File: src/common/port_pin_map.vh
// Purpose: register offsets, field positions and reset values of the port pin block
// Assumes: AHB-Lite word registers, byte addresses
// Notes:   definitions only
`ifndef PORT_PIN_MAP_VH
`define PORT_PIN_MAP_VH

`define OFS_PORT_DATA      8'h00
`define OFS_PORT_LATCH     8'h04
`define OFS_DIRECTION      8'h08
`define OFS_ANALOG_SELECT  8'h0C
`define OFS_PULLUP_ENABLE  8'h10
`define OFS_OPTION         8'h14
`define OFS_CHANGE_ENABLE  8'h18
`define OFS_INTERRUPT_CTRL 8'h1C
`define OFS_STATUS         8'h20

`define BIT_GLOBAL_PULLUP_DISABLE 7
`define BIT_PORT_CHANGE_FLAG      0
`define BIT_MASTER_CLEAR_MODE     0
`define BIT_SLEEPING              1

`define RST_DIRECTION      8'hFF
`define RST_ANALOG_SELECT  8'hFF
`define RST_PULLUP_ENABLE  8'hFF
`define RST_OPTION         8'hFF
`define RST_CHANGE_ENABLE  8'h00
`define RST_LATCH          8'h00

`endif

File: src/rtl/pin_sync.v
// Purpose: two-stage synchroniser for a bus of pin levels
// Assumes: pins asynchronous to clk_i
// Notes:   first stage read only by the second
`timescale 1ns/100ps
`default_nettype none

module pin_sync #(
  parameter WIDTH = 8
) (
  input  wire             clk_i,
  input  wire             rst_n_i,
  input  wire [WIDTH-1:0] async_i,
  output reg  [WIDTH-1:0] sync_o
);

  reg [WIDTH-1:0] stage1;

  always @(posedge clk_i or negedge rst_n_i)
  begin
    if (!rst_n_i)
    begin
      stage1 <= {WIDTH{1'b0}};
      sync_o <= {WIDTH{1'b0}};
    end
    else
    begin
      stage1 <= async_i;
      sync_o <= stage1;
    end
  end

endmodule

`default_nettype wire

File: src/rtl/port_pin_pullup_change_detect.v
// Purpose: first port pin logic: analog gating, weak pull-ups, change detect
// Assumes: AHB-Lite slave, single word transfers, zero wait states
// Notes:   pin three doubles as master clear pin
// Contract
// - analog-selected pin reads as zero
// - analog select leaves output drive untouched
// - per-pin pull-up enable except pin three
// - output direction forces pull-up off, except on pin three
// - power-on sets global pull-up disable
// - pin three pull-up follows master clear
// - change enables cleared on power-on
// - enabled mismatches ORed into change flag
// - change flag wakes core from sleep
// - persisting mismatch keeps setting flag
// - last-read latch survives master clear, brownout
// - change coinciding with read still sets flag in the same cycle
//
// The register addresses and register access over AHB-Lite were left to the implementer.
`timescale 1ns/100ps
`default_nettype none
`include "port_pin_map.vh"

module port_pin_pullup_change_detect #(
  parameter WIDTH            = 8,
  parameter MASTER_CLEAR_PIN = 3
) (
  input  wire             clk_i,
  input  wire             resetn_i,
  input  wire             por_n_i,
  input  wire             hsel_i,
  input  wire [31:0]      haddr_i,
  input  wire [1:0]       htrans_i,
  input  wire             hwrite_i,
  input  wire [2:0]       hsize_i,
  input  wire [31:0]      hwdata_i,
  input  wire             hready_i,
  output reg  [31:0]      hrdata_o,
  output reg              hreadyout_o,
  output reg              hresp_o,
  input  wire [WIDTH-1:0] pin_i,
  output reg  [WIDTH-1:0] pin_o,
  output reg  [WIDTH-1:0] pin_oe_o,
  output reg  [WIDTH-1:0] pullup_on_o,
  output reg              port_change_flag_o,
  output reg              wake_o
);

  // ------------------------------------------------------------
  // reset release
  // ------------------------------------------------------------
  reg rst_s1;
  reg rst_n;
  reg por_s1;
  reg por_n;

  always @(posedge clk_i or negedge resetn_i)
  begin
    if (!resetn_i)
    begin
      rst_s1 <= 1'b0;
      rst_n  <= 1'b0;
    end
    else
    begin
      rst_s1 <= 1'b1;
      rst_n  <= rst_s1;
    end
  end

  always @(posedge clk_i or negedge por_n_i)
  begin
    if (!por_n_i)
    begin
      por_s1 <= 1'b0;
      por_n  <= 1'b0;
    end
    else
    begin
      por_s1 <= 1'b1;
      por_n  <= por_s1;
    end
  end

  // ------------------------------------------------------------
  // pin synchroniser
  // ------------------------------------------------------------
  wire [WIDTH-1:0] pin_sync;

  pin_sync #(
    .WIDTH (WIDTH)
  ) u_pin_sync (
    .clk_i   (clk_i),
    .rst_n_i (rst_n),
    .async_i (pin_i),
    .sync_o  (pin_sync)
  );

  // ------------------------------------------------------------
  // bus address phase capture
  // ------------------------------------------------------------
  reg       dp_valid;
  reg       dp_write;
  reg [7:0] dp_addr;

  // zero wait states: every address phase is taken at once
  wire take = hsel_i & htrans_i[1] & hready_i;

  always @(posedge clk_i or negedge rst_n)
  begin
    if (!rst_n)
    begin
      dp_valid <= 1'b0;
      dp_write <= 1'b0;
      dp_addr  <= 8'h00;
    end
    else
    begin
      dp_valid <= take;
      dp_write <= hwrite_i;
      dp_addr  <= haddr_i[7:0];
    end
  end

  wire wr = dp_valid & dp_write;

  // ------------------------------------------------------------
  // control registers
  // ------------------------------------------------------------
  reg [WIDTH-1:0] out_latch;
  reg [WIDTH-1:0] direction;
  reg [WIDTH-1:0] analog_select;
  reg [WIDTH-1:0] pullup_enable;
  reg [7:0]       option_reg;
  reg [WIDTH-1:0] change_enable;
  reg             master_clear_mode;
  reg             sleeping;

  // power-on-only state
  always @(posedge clk_i or negedge por_n)
  begin
    if (!por_n)
    begin
      option_reg        <= `RST_OPTION;
      change_enable     <= `RST_CHANGE_ENABLE;
      master_clear_mode <= 1'b1;
    end
    else if (wr)
    begin
      case (dp_addr)
        `OFS_OPTION:        option_reg <= hwdata_i[7:0];
        `OFS_CHANGE_ENABLE: change_enable <= hwdata_i[WIDTH-1:0];
        `OFS_STATUS:        master_clear_mode <= hwdata_i[`BIT_MASTER_CLEAR_MODE];
        default:            option_reg <= option_reg;
      endcase
    end
  end

  always @(posedge clk_i or negedge rst_n)
  begin
    if (!rst_n)
    begin
      out_latch     <= {WIDTH{1'b0}};
      direction     <= {WIDTH{1'b1}};
      analog_select <= {WIDTH{1'b1}};
      pullup_enable <= {WIDTH{1'b1}};
      sleeping      <= 1'b0;
    end
    else
    begin
      if (wr)
      begin
        case (dp_addr)
          `OFS_PORT_DATA:     out_latch <= hwdata_i[WIDTH-1:0];
          `OFS_PORT_LATCH:    out_latch <= hwdata_i[WIDTH-1:0];
          `OFS_DIRECTION:     direction <= hwdata_i[WIDTH-1:0];
          `OFS_ANALOG_SELECT: analog_select <= hwdata_i[WIDTH-1:0];
          `OFS_PULLUP_ENABLE: pullup_enable <= hwdata_i[WIDTH-1:0];
          default:            out_latch <= out_latch;
        endcase
      end
      if (wr && dp_addr == `OFS_STATUS && hwdata_i[`BIT_SLEEPING])
        sleeping <= 1'b1;
      else if (port_change_flag_o)
        sleeping <= 1'b0;
    end
  end

  // ------------------------------------------------------------
  // pin read value and last-read latch
  // ------------------------------------------------------------
  wire [WIDTH-1:0] pin_read = pin_sync & ~analog_select;
  wire             port_access = dp_valid && dp_addr == `OFS_PORT_DATA;
  reg  [WIDTH-1:0] last_read;

  // kept through master clear and brownout: power-on only
  always @(posedge clk_i or negedge por_n)
  begin
    if (!por_n)
      last_read <= `RST_LATCH;
    else if (port_access)
      last_read <= pin_read;
  end

  // ------------------------------------------------------------
  // change flag
  // ------------------------------------------------------------
  wire [WIDTH-1:0] mismatch = (pin_read ^ last_read) & change_enable;
  wire             any_mismatch = |mismatch;
  wire             flag_clear = wr && dp_addr == `OFS_INTERRUPT_CTRL &&
                                !hwdata_i[`BIT_PORT_CHANGE_FLAG];
  wire             flag_set = wr && dp_addr == `OFS_INTERRUPT_CTRL &&
                              hwdata_i[`BIT_PORT_CHANGE_FLAG];
  reg              next_flag;

  // a set in the clear cycle wins, so a live mismatch survives

  always @*
  begin
    next_flag = port_change_flag_o;
    if (flag_clear)
      next_flag = 1'b0;
    if (flag_set || any_mismatch)
      next_flag = 1'b1;
  end

  always @(posedge clk_i or negedge rst_n)
  begin
    if (!rst_n)
      port_change_flag_o <= 1'b0;
    else
      port_change_flag_o <= next_flag;
  end

  // ------------------------------------------------------------
  // pin drive and pull-ups
  // ------------------------------------------------------------
  // pin three pull-up follows master_clear_mode only, no pull-up enable bit
  reg [WIDTH-1:0] next_pullup;
  integer i;

  always @*
  begin
    next_pullup = {WIDTH{1'b0}};
    for (i = 0; i < WIDTH; i = i + 1)
    begin
      if (i == MASTER_CLEAR_PIN)
        next_pullup[i] = master_clear_mode;
      else
        next_pullup[i] = pullup_enable[i] & direction[i] &
                         ~option_reg[`BIT_GLOBAL_PULLUP_DISABLE];
    end
  end

  always @(posedge clk_i or negedge rst_n)
  begin
    if (!rst_n)
    begin
      pin_o       <= {WIDTH{1'b0}};
      pin_oe_o    <= {WIDTH{1'b0}};
      pullup_on_o <= {WIDTH{1'b0}};
      wake_o      <= 1'b0;
    end
    else
    begin
      pin_o       <= out_latch;
      pin_oe_o    <= ~direction;
      pullup_on_o <= next_pullup;
      wake_o      <= sleeping & port_change_flag_o;
    end
  end

  // ------------------------------------------------------------
  // read mux
  // ------------------------------------------------------------
  // launched at the address phase, stands through the data phase
  reg [31:0] next_rdata;

  always @*
  begin
    next_rdata = 32'h0000_0000;
    case (haddr_i[7:0])
      `OFS_PORT_DATA:      next_rdata[WIDTH-1:0] = pin_read;
      `OFS_PORT_LATCH:     next_rdata[WIDTH-1:0] = out_latch;
      `OFS_DIRECTION:      next_rdata[WIDTH-1:0] = direction;
      `OFS_ANALOG_SELECT:  next_rdata[WIDTH-1:0] = analog_select;
      `OFS_PULLUP_ENABLE:  next_rdata[WIDTH-1:0] = pullup_enable;
      `OFS_OPTION:         next_rdata[7:0] = option_reg;
      `OFS_CHANGE_ENABLE:  next_rdata[WIDTH-1:0] = change_enable;
      `OFS_INTERRUPT_CTRL: next_rdata[`BIT_PORT_CHANGE_FLAG] = port_change_flag_o;
      `OFS_STATUS:         next_rdata[1:0] = {sleeping, master_clear_mode};
      default:             next_rdata = 32'h0000_0000;
    endcase
  end

  always @(posedge clk_i or negedge rst_n)
  begin
    if (!rst_n)
    begin
      hrdata_o    <= 32'h0000_0000;
      hreadyout_o <= 1'b1;
      hresp_o     <= 1'b0;
    end
    else
    begin
      hreadyout_o <= 1'b1;
      hresp_o     <= 1'b0;
      if (take && !hwrite_i)
        hrdata_o <= next_rdata;
    end
  end

endmodule

`default_nettype wire

File: config.mk
export PLATFORM = sky130hd
export DESIGN_NAME = port_pin_pullup_change_detect
export DESIGN_NICKNAME = d
export VERILOG_FILES = /design/src/rtl/pin_sync.v /design/src/rtl/port_pin_pullup_change_detect.v
export VERILOG_INCLUDE_DIRS = /design/src /design/src/common
export SDC_FILE = /design/constraint.sdc
export NUM_CORES = 1
export LEC_CHECK = 0
export BUFFER_PORTS_ARGS = -buffer_cell sky130_fd_sc_hd__buf_4
export CAP_MARGIN = 20
export CORE_MARGIN = 5
export CORE_UTILIZATION = 56
export CTS_CLUSTER_DIAMETER = 40
export CTS_CLUSTER_SIZE = 28
export DETAILED_ROUTE_END_ITERATION = 16
export GPL_TIMING_DRIVEN = 0
export PLACE_DENSITY = 0.82
export SLEW_MARGIN = 20
export SYNTH_ARGS = -nofsm -noshare
export SYNTH_HDL_FRONTEND = slang
export SYNTH_SLANG_ARGS = --single-unit
File: constraint.sdc
create_clock -name clk_i -period 4.4 [get_ports clk_i]
set_input_delay 0.66 -clock clk_i [delete_from_list [all_inputs] [get_ports clk_i]]
set_output_delay 0.66 -clock clk_i [all_outputs]
set_load 0.01 [all_outputs]
# Word level (Yosys, flattened, before mapping)
# Index checks and enable logic that the tools add are counted.
# totals
in_bits,83
output_inout_bits,60
register_bits,122
# classes
eq_ne,16
n_reduce_logical,23
mux,7
bitwise_logic,24
# op_table
op,count
8-bit by 5-bit == test with 1-bit output (second input constant),8
6-bit case mux with 7 select lines,1
8-bit by 4-bit == test with 1-bit output (second input constant),4
1-bit bitwise AND,18
8-bit bitwise AND,2
8-bit by 3-bit == test with 1-bit output (second input constant),2
8-bit by 6-bit == test with 1-bit output (second input constant),2
8-bit logical NOT,2
8-bit NOT,2
2-bit AND reduction,7
1-bit case mux with 9 select lines,1
1-bit case mux with 8 select lines,1
8-bit OR reduction,1
8-bit bitwise XOR,1
1-bit logical AND,7
1-bit two-way mux,4
2-bit nonzero test,2
1-bit logical NOT,2
2-bit OR reduction,1
1-bit logical OR,1
1-bit NOT,1

# Logic depth before layout (Yosys ltp)
# Gate-level depths: netlist of run 1.
# logic_depth
ltp_word,7
depth_mapped,6
depth_no_buf,5

# Cells and area by module
# From an unflattened synthesis of run 1, not the netlist that was laid out.
# hier_totals
hier_cells,364
hier_area_um2,5024.8
# by_module_without_submodules
module,n_inst,area_each_um2,cells_each
port_pin_pullup_change_detect,1,4624.4,348
pin_sync,1,400.4,16

# Least setup slack after synthesis of run 1
# OpenSTA, ideal clock, no wires.
# synth_path
path_kind,in2reg
from,input port haddr_i[1]
to,register hrdata_o[3]
cell_stages,4
setup_slack_ps,2572
arrival_ps,1743
required_time_ps,4316
path_cell_list,nor4_1 > nand3_1 > o31a_1 > o21ai_0
# synth_between
elab_chain_len,2
word_cells_on_any_way,8
# synth_rtl
element,line,rtl
"start, declared",port_pin_pullup_change_detect.v:31,"input wire [31:0] haddr_i,"
8-bit by 5-bit == test with 1-bit output (tied with other cells),port_pin_pullup_change_detect.v:281,case (haddr_i[7:0])
6-bit case mux with 7 select lines (*),port_pin_pullup_change_detect.v:281,
"end signal, assigned",port_pin_pullup_change_detect.v:308,hrdata_o <= next_rdata;
"end, declared",port_pin_pullup_change_detect.v:37,"output reg [31:0] hrdata_o,"
# Mark *: on every way between the ends. The rest lies on a longest branch, timed or not.
# A chain may end at the register's enable or synchronous reset.

# Worst setup path in the final report of run 1
# Same ends and word-level chain as after synthesis.

==> out/results.ini, run 1 <==
[global_route]
antenna_found_initial = 0
gr-usage-all-layers_pct = 21.8
first_global_vias = 3595
grt_max_degree = 58
overflow = 0
grt_pass1_wl_um = 18300

[critical_path]
start_kind = primary input
cp-end-kind = flip-flop
reg2reg_depth = 4
r2r-start = dp_addr[4]
cp.required_ps = 4820
path_class = in2reg
reg2reg_to = analog_select[4]
cp_max_fo = 7
cp.arrival_ps = 2440
r2r_setup_slack_ps = 2500

[layout]
fin_cells = 598
drive_gt1_share_pct = 48.8
design_area_um2 = 6330
mostFrequentLayoutCells = buf_4 (91), dfrtp_1 (88), mux2_2 (62)
layout.nets = 560
fill_cells = 571
final_common_cell = buf_4
antenna_cells = 0
area_growth_pct = 26.0

[timing]
slew_headroom_pct = 46.4
min_period_over_period_pct = 45.9
final_max_slew_viol_count = 0
fin_tns_setup_ps = 0
layout_setup_ws_ps = 2380
skew_ps = 7.89
period_needed_ps = 2020
max_freq_ghz = 0.495
tightest_slew_ps = 797
hold_viol_final = 0
finalSetupViolCount = 0
rsz0062_at_grt = false

[cts]
cts_buffers = 17
cts_buffer_depth = 2
cts_tree = done
clock_latency_ps = 520
cts_sinks = 122
htree_levels = 4
clock-root-buffer = clkbuf_8
clkSlewWorstSetupHoldPaths_ps = 60

[pwr]
ir_drop_v = 0.000284
cellLeakagePower_nw = 2.96
cellPowerDensity_nw_per_um2 = 422

[floorplanning]
initial_core_util_pct = 57.6
pin_count = 143
die_x_um = 105
core_area_um2 = 8720
rows = 34
die_h_um = 105
dieArea_um2 = 11000

[placement]
routabilityCongestion = 0.902
dp_cells = 563
dp_hpwl_um = 7650
place_ws_ps = 1910
io_buffers = 64
post_dp_cell_area_um2 = 5760

[yosys]
synth.cell_area_um2 = 5020
synth_edf_count = 0
ys_warn_count = 0
synth_top_family_by_area = multiplexers
synth_xor_area_share_pct = 1.40
synth_cell_types = 45
ys.flop_type = dfrtp_1
async_flop_share_pct = 100
synth_compound_area_share_pct = 5.51
syn-instance-count = 364
synth-seq-area-share_pct = 61.6
synthAdderAreaFrac_pct = 0
avgSynthCellArea_um2 = 13.8
synth.mux.area_fraction_pct = 17.5
ys_seq_elements = 122
synth_simple_gate_area_share_pct = 8.42

[routing]
num_vias = 3301
wl_per_cell_um = 19.2
via_per_inst = 5.52
drtAntennaViolNets = 0
drc = 0
drt_wl_total_um = 11500
dr.first_iter.drc_count = 185
firstDrtPassIters = 4

[outcome]
status = finished, final reports clean

[flow_run]
cap_violations = 0

[min_path]
hold_class = reg2async

## cell type report
cell class	count	area, um^2	area share [%]
clock inverter	13	96.3	1.52
clock buffer	19	432	6.82
sequential	122	3100	49.0
tap	108	135	2.14
timing repair buffer	68	543	8.58
multi-input combinational	224	1750	27.7
buffer	32	225	3.56
inverter	12	45.0	0.712
## kinds of logic (layout without fill, tap and decap cells)
group | count (synthesis) | after routing
other cells | 2 | 28
mux | 75 | 75
buf+inv | 44 | 144
flops | 122 | 122
compound gates | 42 | 42
xor+xnor | 8 | 8
simple gates | 71 | 71
## synthesized netlist by cell type, types with 5 or more instances
cell type / count / area share (%)
a21oi_1: 5 / 0.50
xor2_1: 8 / 1.4
a221oi_1: 5 / 0.87
inv_1: 11 / 0.82
mux2_2: 62 / 14
o21ai_0: 14 / 1.4
nor2_1: 15 / 1.1
mux2i_1: 9 / 1.8
nor2b_1: 10 / 1.2
dfstp_2: 33 / 17
dfrtp_1: 89 / 44
buf_4: 27 / 4.0
nand2_1: 17 / 1.3
## timing repair
item                                    4_1_cts  5_1_grt
buffers inserted                              0        0
endpoints found under the setup margin        0        0
gates resized for setup                       0        0
endpoints found under the hold margin         4        0
hold buffers                                  2        0
## through the flow
stage	total power, mW	hold slack, ps	util (%)
2_1_floorplan	1.36	314	-
3_3_place_gp	1.45	333	65.7
3_5_place_dp	1.46	319	66.1
4_1_cts	2.68	227	72.4
5_1_grt	2.77	219	72.6
6_report	2.67	212	72.6
## worst max-delay path by stage
stage / end / cells after the start / startpoint
2_1_floorplan: dp_addr[0] / 0 / rst_n
3_3_place_gp: u_pin_sync.sync_o[1] / 0 / rst_n
3_5_place_dp: hrdata_o[3] / 5 / haddr_i[1]
4_1_cts: hrdata_o[3] / 5 / haddr_i[1]
5_1_grt: hrdata_o[3] / 5 / haddr_i[1]
6_report: hrdata_o[3] / 5 / haddr_i[1]
## routing by layer
metal / global-route usage, % / vias up / wire (um)
met2: 34.2 / 153 / 5580
met1: 27.6 / 1665 / 4570
met4: 9.59 / 0 / 337
li1: - / 1446 / -
met3: 7.58 / 37 / 994
met5: 0 / - / 0
## worst max-delay path: stages
cell     delay [ps]
buf_4           110
nor4_1          700
nand3_1         490
o31a_1          390
o21ai_0          80
## report_power, final
group          leakage (nW)  internal (mW)  total [mW]  switching (mW)
logic                  1.28          0.110       0.217           0.107
clock network         0.247          0.707        1.22           0.511
registers              1.43           1.19        1.24          0.0452
Note: power is estimated with default switching activity, not from simulation.
==> run 2: changes to the inputs <==
--- a/config.mk
+++ b/config.mk
@@ -9,12 +9,12 @@
 export BUFFER_PORTS_ARGS = -buffer_cell sky130_fd_sc_hd__buf_4
 export CAP_MARGIN = 20
 export CORE_MARGIN = 5
-export CORE_UTILIZATION = 56
+export CORE_UTILIZATION = 52
 export CTS_CLUSTER_DIAMETER = 40
 export CTS_CLUSTER_SIZE = 28
 export DETAILED_ROUTE_END_ITERATION = 16
 export GPL_TIMING_DRIVEN = 0
-export PLACE_DENSITY = 0.82
+export PLACE_DENSITY = 0.77
 export SLEW_MARGIN = 20
 export SYNTH_ARGS = -nofsm -noshare
 export SYNTH_HDL_FRONTEND = slang
==> constraint.sdc (replaced) <==
create_clock -name clk_i -period 1.93 [get_ports clk_i]
set_input_delay 0.2895 -clock clk_i [delete_from_list [all_inputs] [get_ports clk_i]]
set_output_delay 0.2895 -clock clk_i [all_outputs]
set_load 0.01 [all_outputs]
==> run 2 against run 1 <==
  * Hold slack lost 160 ps
  * Sequential share of layout area decreased by 2.1 points
  * Global-route usage decreased by 0.32 points
  * Count of clock-buffer cells in the layout up 2
  * Non-clock buffer count rose by 16
  * Total power up 150%
  * Register-to-register slack lost 2400 ps
  * Flip-flop and latch count is the same
  * Setup slack got worse by 2300 ps
  * Routed wire length rose by 1.0%
==> out/results.ini, run 2 (synthesis gave the netlist of run 1 again) <==
[cts]
cts_buffer_depth = 2
clkSlewWorstSetupHoldPaths_ps = 60
clock-root-buffer = clkbuf_8
htree_levels = 4
cts_sinks = 122
cts_tree = done
clock_latency_ps = 520
cts_buffers = 17

[global_route]
gr-usage-all-layers_pct = 21.5
first_global_vias = 3565
antenna_found_initial = 0
grt_max_degree = 60
overflow = 0
grt_pass1_wl_um = 18600

[routing]
drtAntennaViolNets = 0
wl_per_cell_um = 18.3
num_vias = 3296
drt_wl_total_um = 11600
firstDrtPassIters = 4
dr.first_iter.drc_count = 113
drc = 0
via_per_inst = 5.19

[layout]
antenna_cells = 0
mostFrequentLayoutCells = buf_4 (91), dfrtp_1 (87), mux2_2 (62)
design_area_um2 = 6610
drive_gt1_share_pct = 47.2
fin_util_pct = 70.9
layout.nets = 576
final_common_cell = buf_4
fin_cells = 635
area_growth_pct = 31.7

[critical_path]
cpPeakStageDelay_ps = 530
cp-startpoint = haddr_i[3]
cp_slowest_cell = dlygate4sd3_1
cp.required_ps = 2370
r2r-start = dp_addr[4]
r2r_setup_slack_ps = 130
cp_top_family = buffers and inverters
path_cells = dlygate4sd3_1 > buf_4 > buf_2 > buf_2 > nand2_1 > o22ai_1 > a22oi_1 > o21ai_0
start_kind = primary input
cp-end-kind = flip-flop
timing.critical_path.to = hrdata_o[3]
reg2reg_to = analog_select[2]
path_class = in2reg
crit_cells = 8
reg2reg_depth = 4
cp.buffers_inverters = 4
cp.arrival_ps = 2250
crit_top_cell = buf_2
cp_max_fo = 10

[outcome]
status = finished, final reports clean

[placement]
dp_cells = 584
io_buffers = 64
post_dp_cell_area_um2 = 5790
dp_hpwl_um = 7520
routabilityCongestion = 0.894

[floorplanning]
dieArea_um2 = 11700
rows = 35
die_x_um = 108
initial_core_util_pct = 53.8
die_h_um = 108
pin_count = 143
core_area_um2 = 9330

[pwr]
ir_drop_v = 0.000702
cellLeakagePower_nw = 3.07
cellPowerDensity_nw_per_um2 = 1000
power.total_mw = 6.61

[timing]
final_max_slew_viol_count = 0
tightest_slew_ps = 876
max_freq_ghz = 0.552
period_needed_ps = 1810
timing.hold.ws_ps = 49.5
hold_viol_final = 0
skew_ps = 8.63
slew_headroom_pct = 41.0
rsz0062_at_grt = true
finalSetupViolCount = 0
min_period_over_period_pct = 93.9

[flow_run]
cap_violations = 0

[min_path]
hold_class = in2reg

run 2: layout make-up:
class	instances	area (um^2)
clock inverters	11	169
well taps	129	161
plain buffers	32	225
repair buffers	84	698
inverters	12	45.0
multi-input cells	224	1760
fillers	648	2720
clock buffers	21	449
flip-flops and latches	122	3100
run 2: worst min path at each step:
stage | start | slack [ps] | to | depth (start not counted)
6_report | hwdata_i[3] | 50 | out_latch[3] | 2
5_1_grt | hwdata_i[3] | 40 | option_reg[3] | 2
4_1_cts | hwdata_i[1] | 30 | sleeping | 3
3_5_place_dp | resetn_i | 70 | rst_s1 | 1
3_3_place_gp | resetn_i | 70 | rst_s1 | 1
2_1_floorplan | por_n_i | -6 | por_n | 0
run 2: where the power goes:
part,internal (mW),switching (mW)
logic,0.271,0.242
clock network,2.16,1.12
registers,2.71,0.103
total,5.15,1.46
run 2: layer usage:
| metal | vias up | global-route usage (%) | share of wire [%] |
|---|---|---|---|
| met5 | - | 0 | 0 |
| met4 | 0 | 10.1 | 3.0 |
| met3 | 27 | 6.45 | 6.2 |
| met2 | 124 | 35.5 | 50 |
| met1 | 1661 | 25.9 | 40 |
| li1 | 1484 | - | - |
run 2: stage by stage:
step,setup TNS [ps],setup WS [ps]
after floorplan,0,354
after global placement,-11030,-169
after detailed placement,-241,-157
after CTS,0,69.0
after global routing,-2.15,-1.79
final,0,117
run 2: timing repair:
| action | CTS | global route |
|---|---|---|
| endpoints found under the setup margin | 0 | 17 |
| resized for setup | 0 | 2 |
| hold endpoints to repair | 21 | 0 |
| hold buffers | 19 | 0 |
| buffers inserted | 0 | 0 |
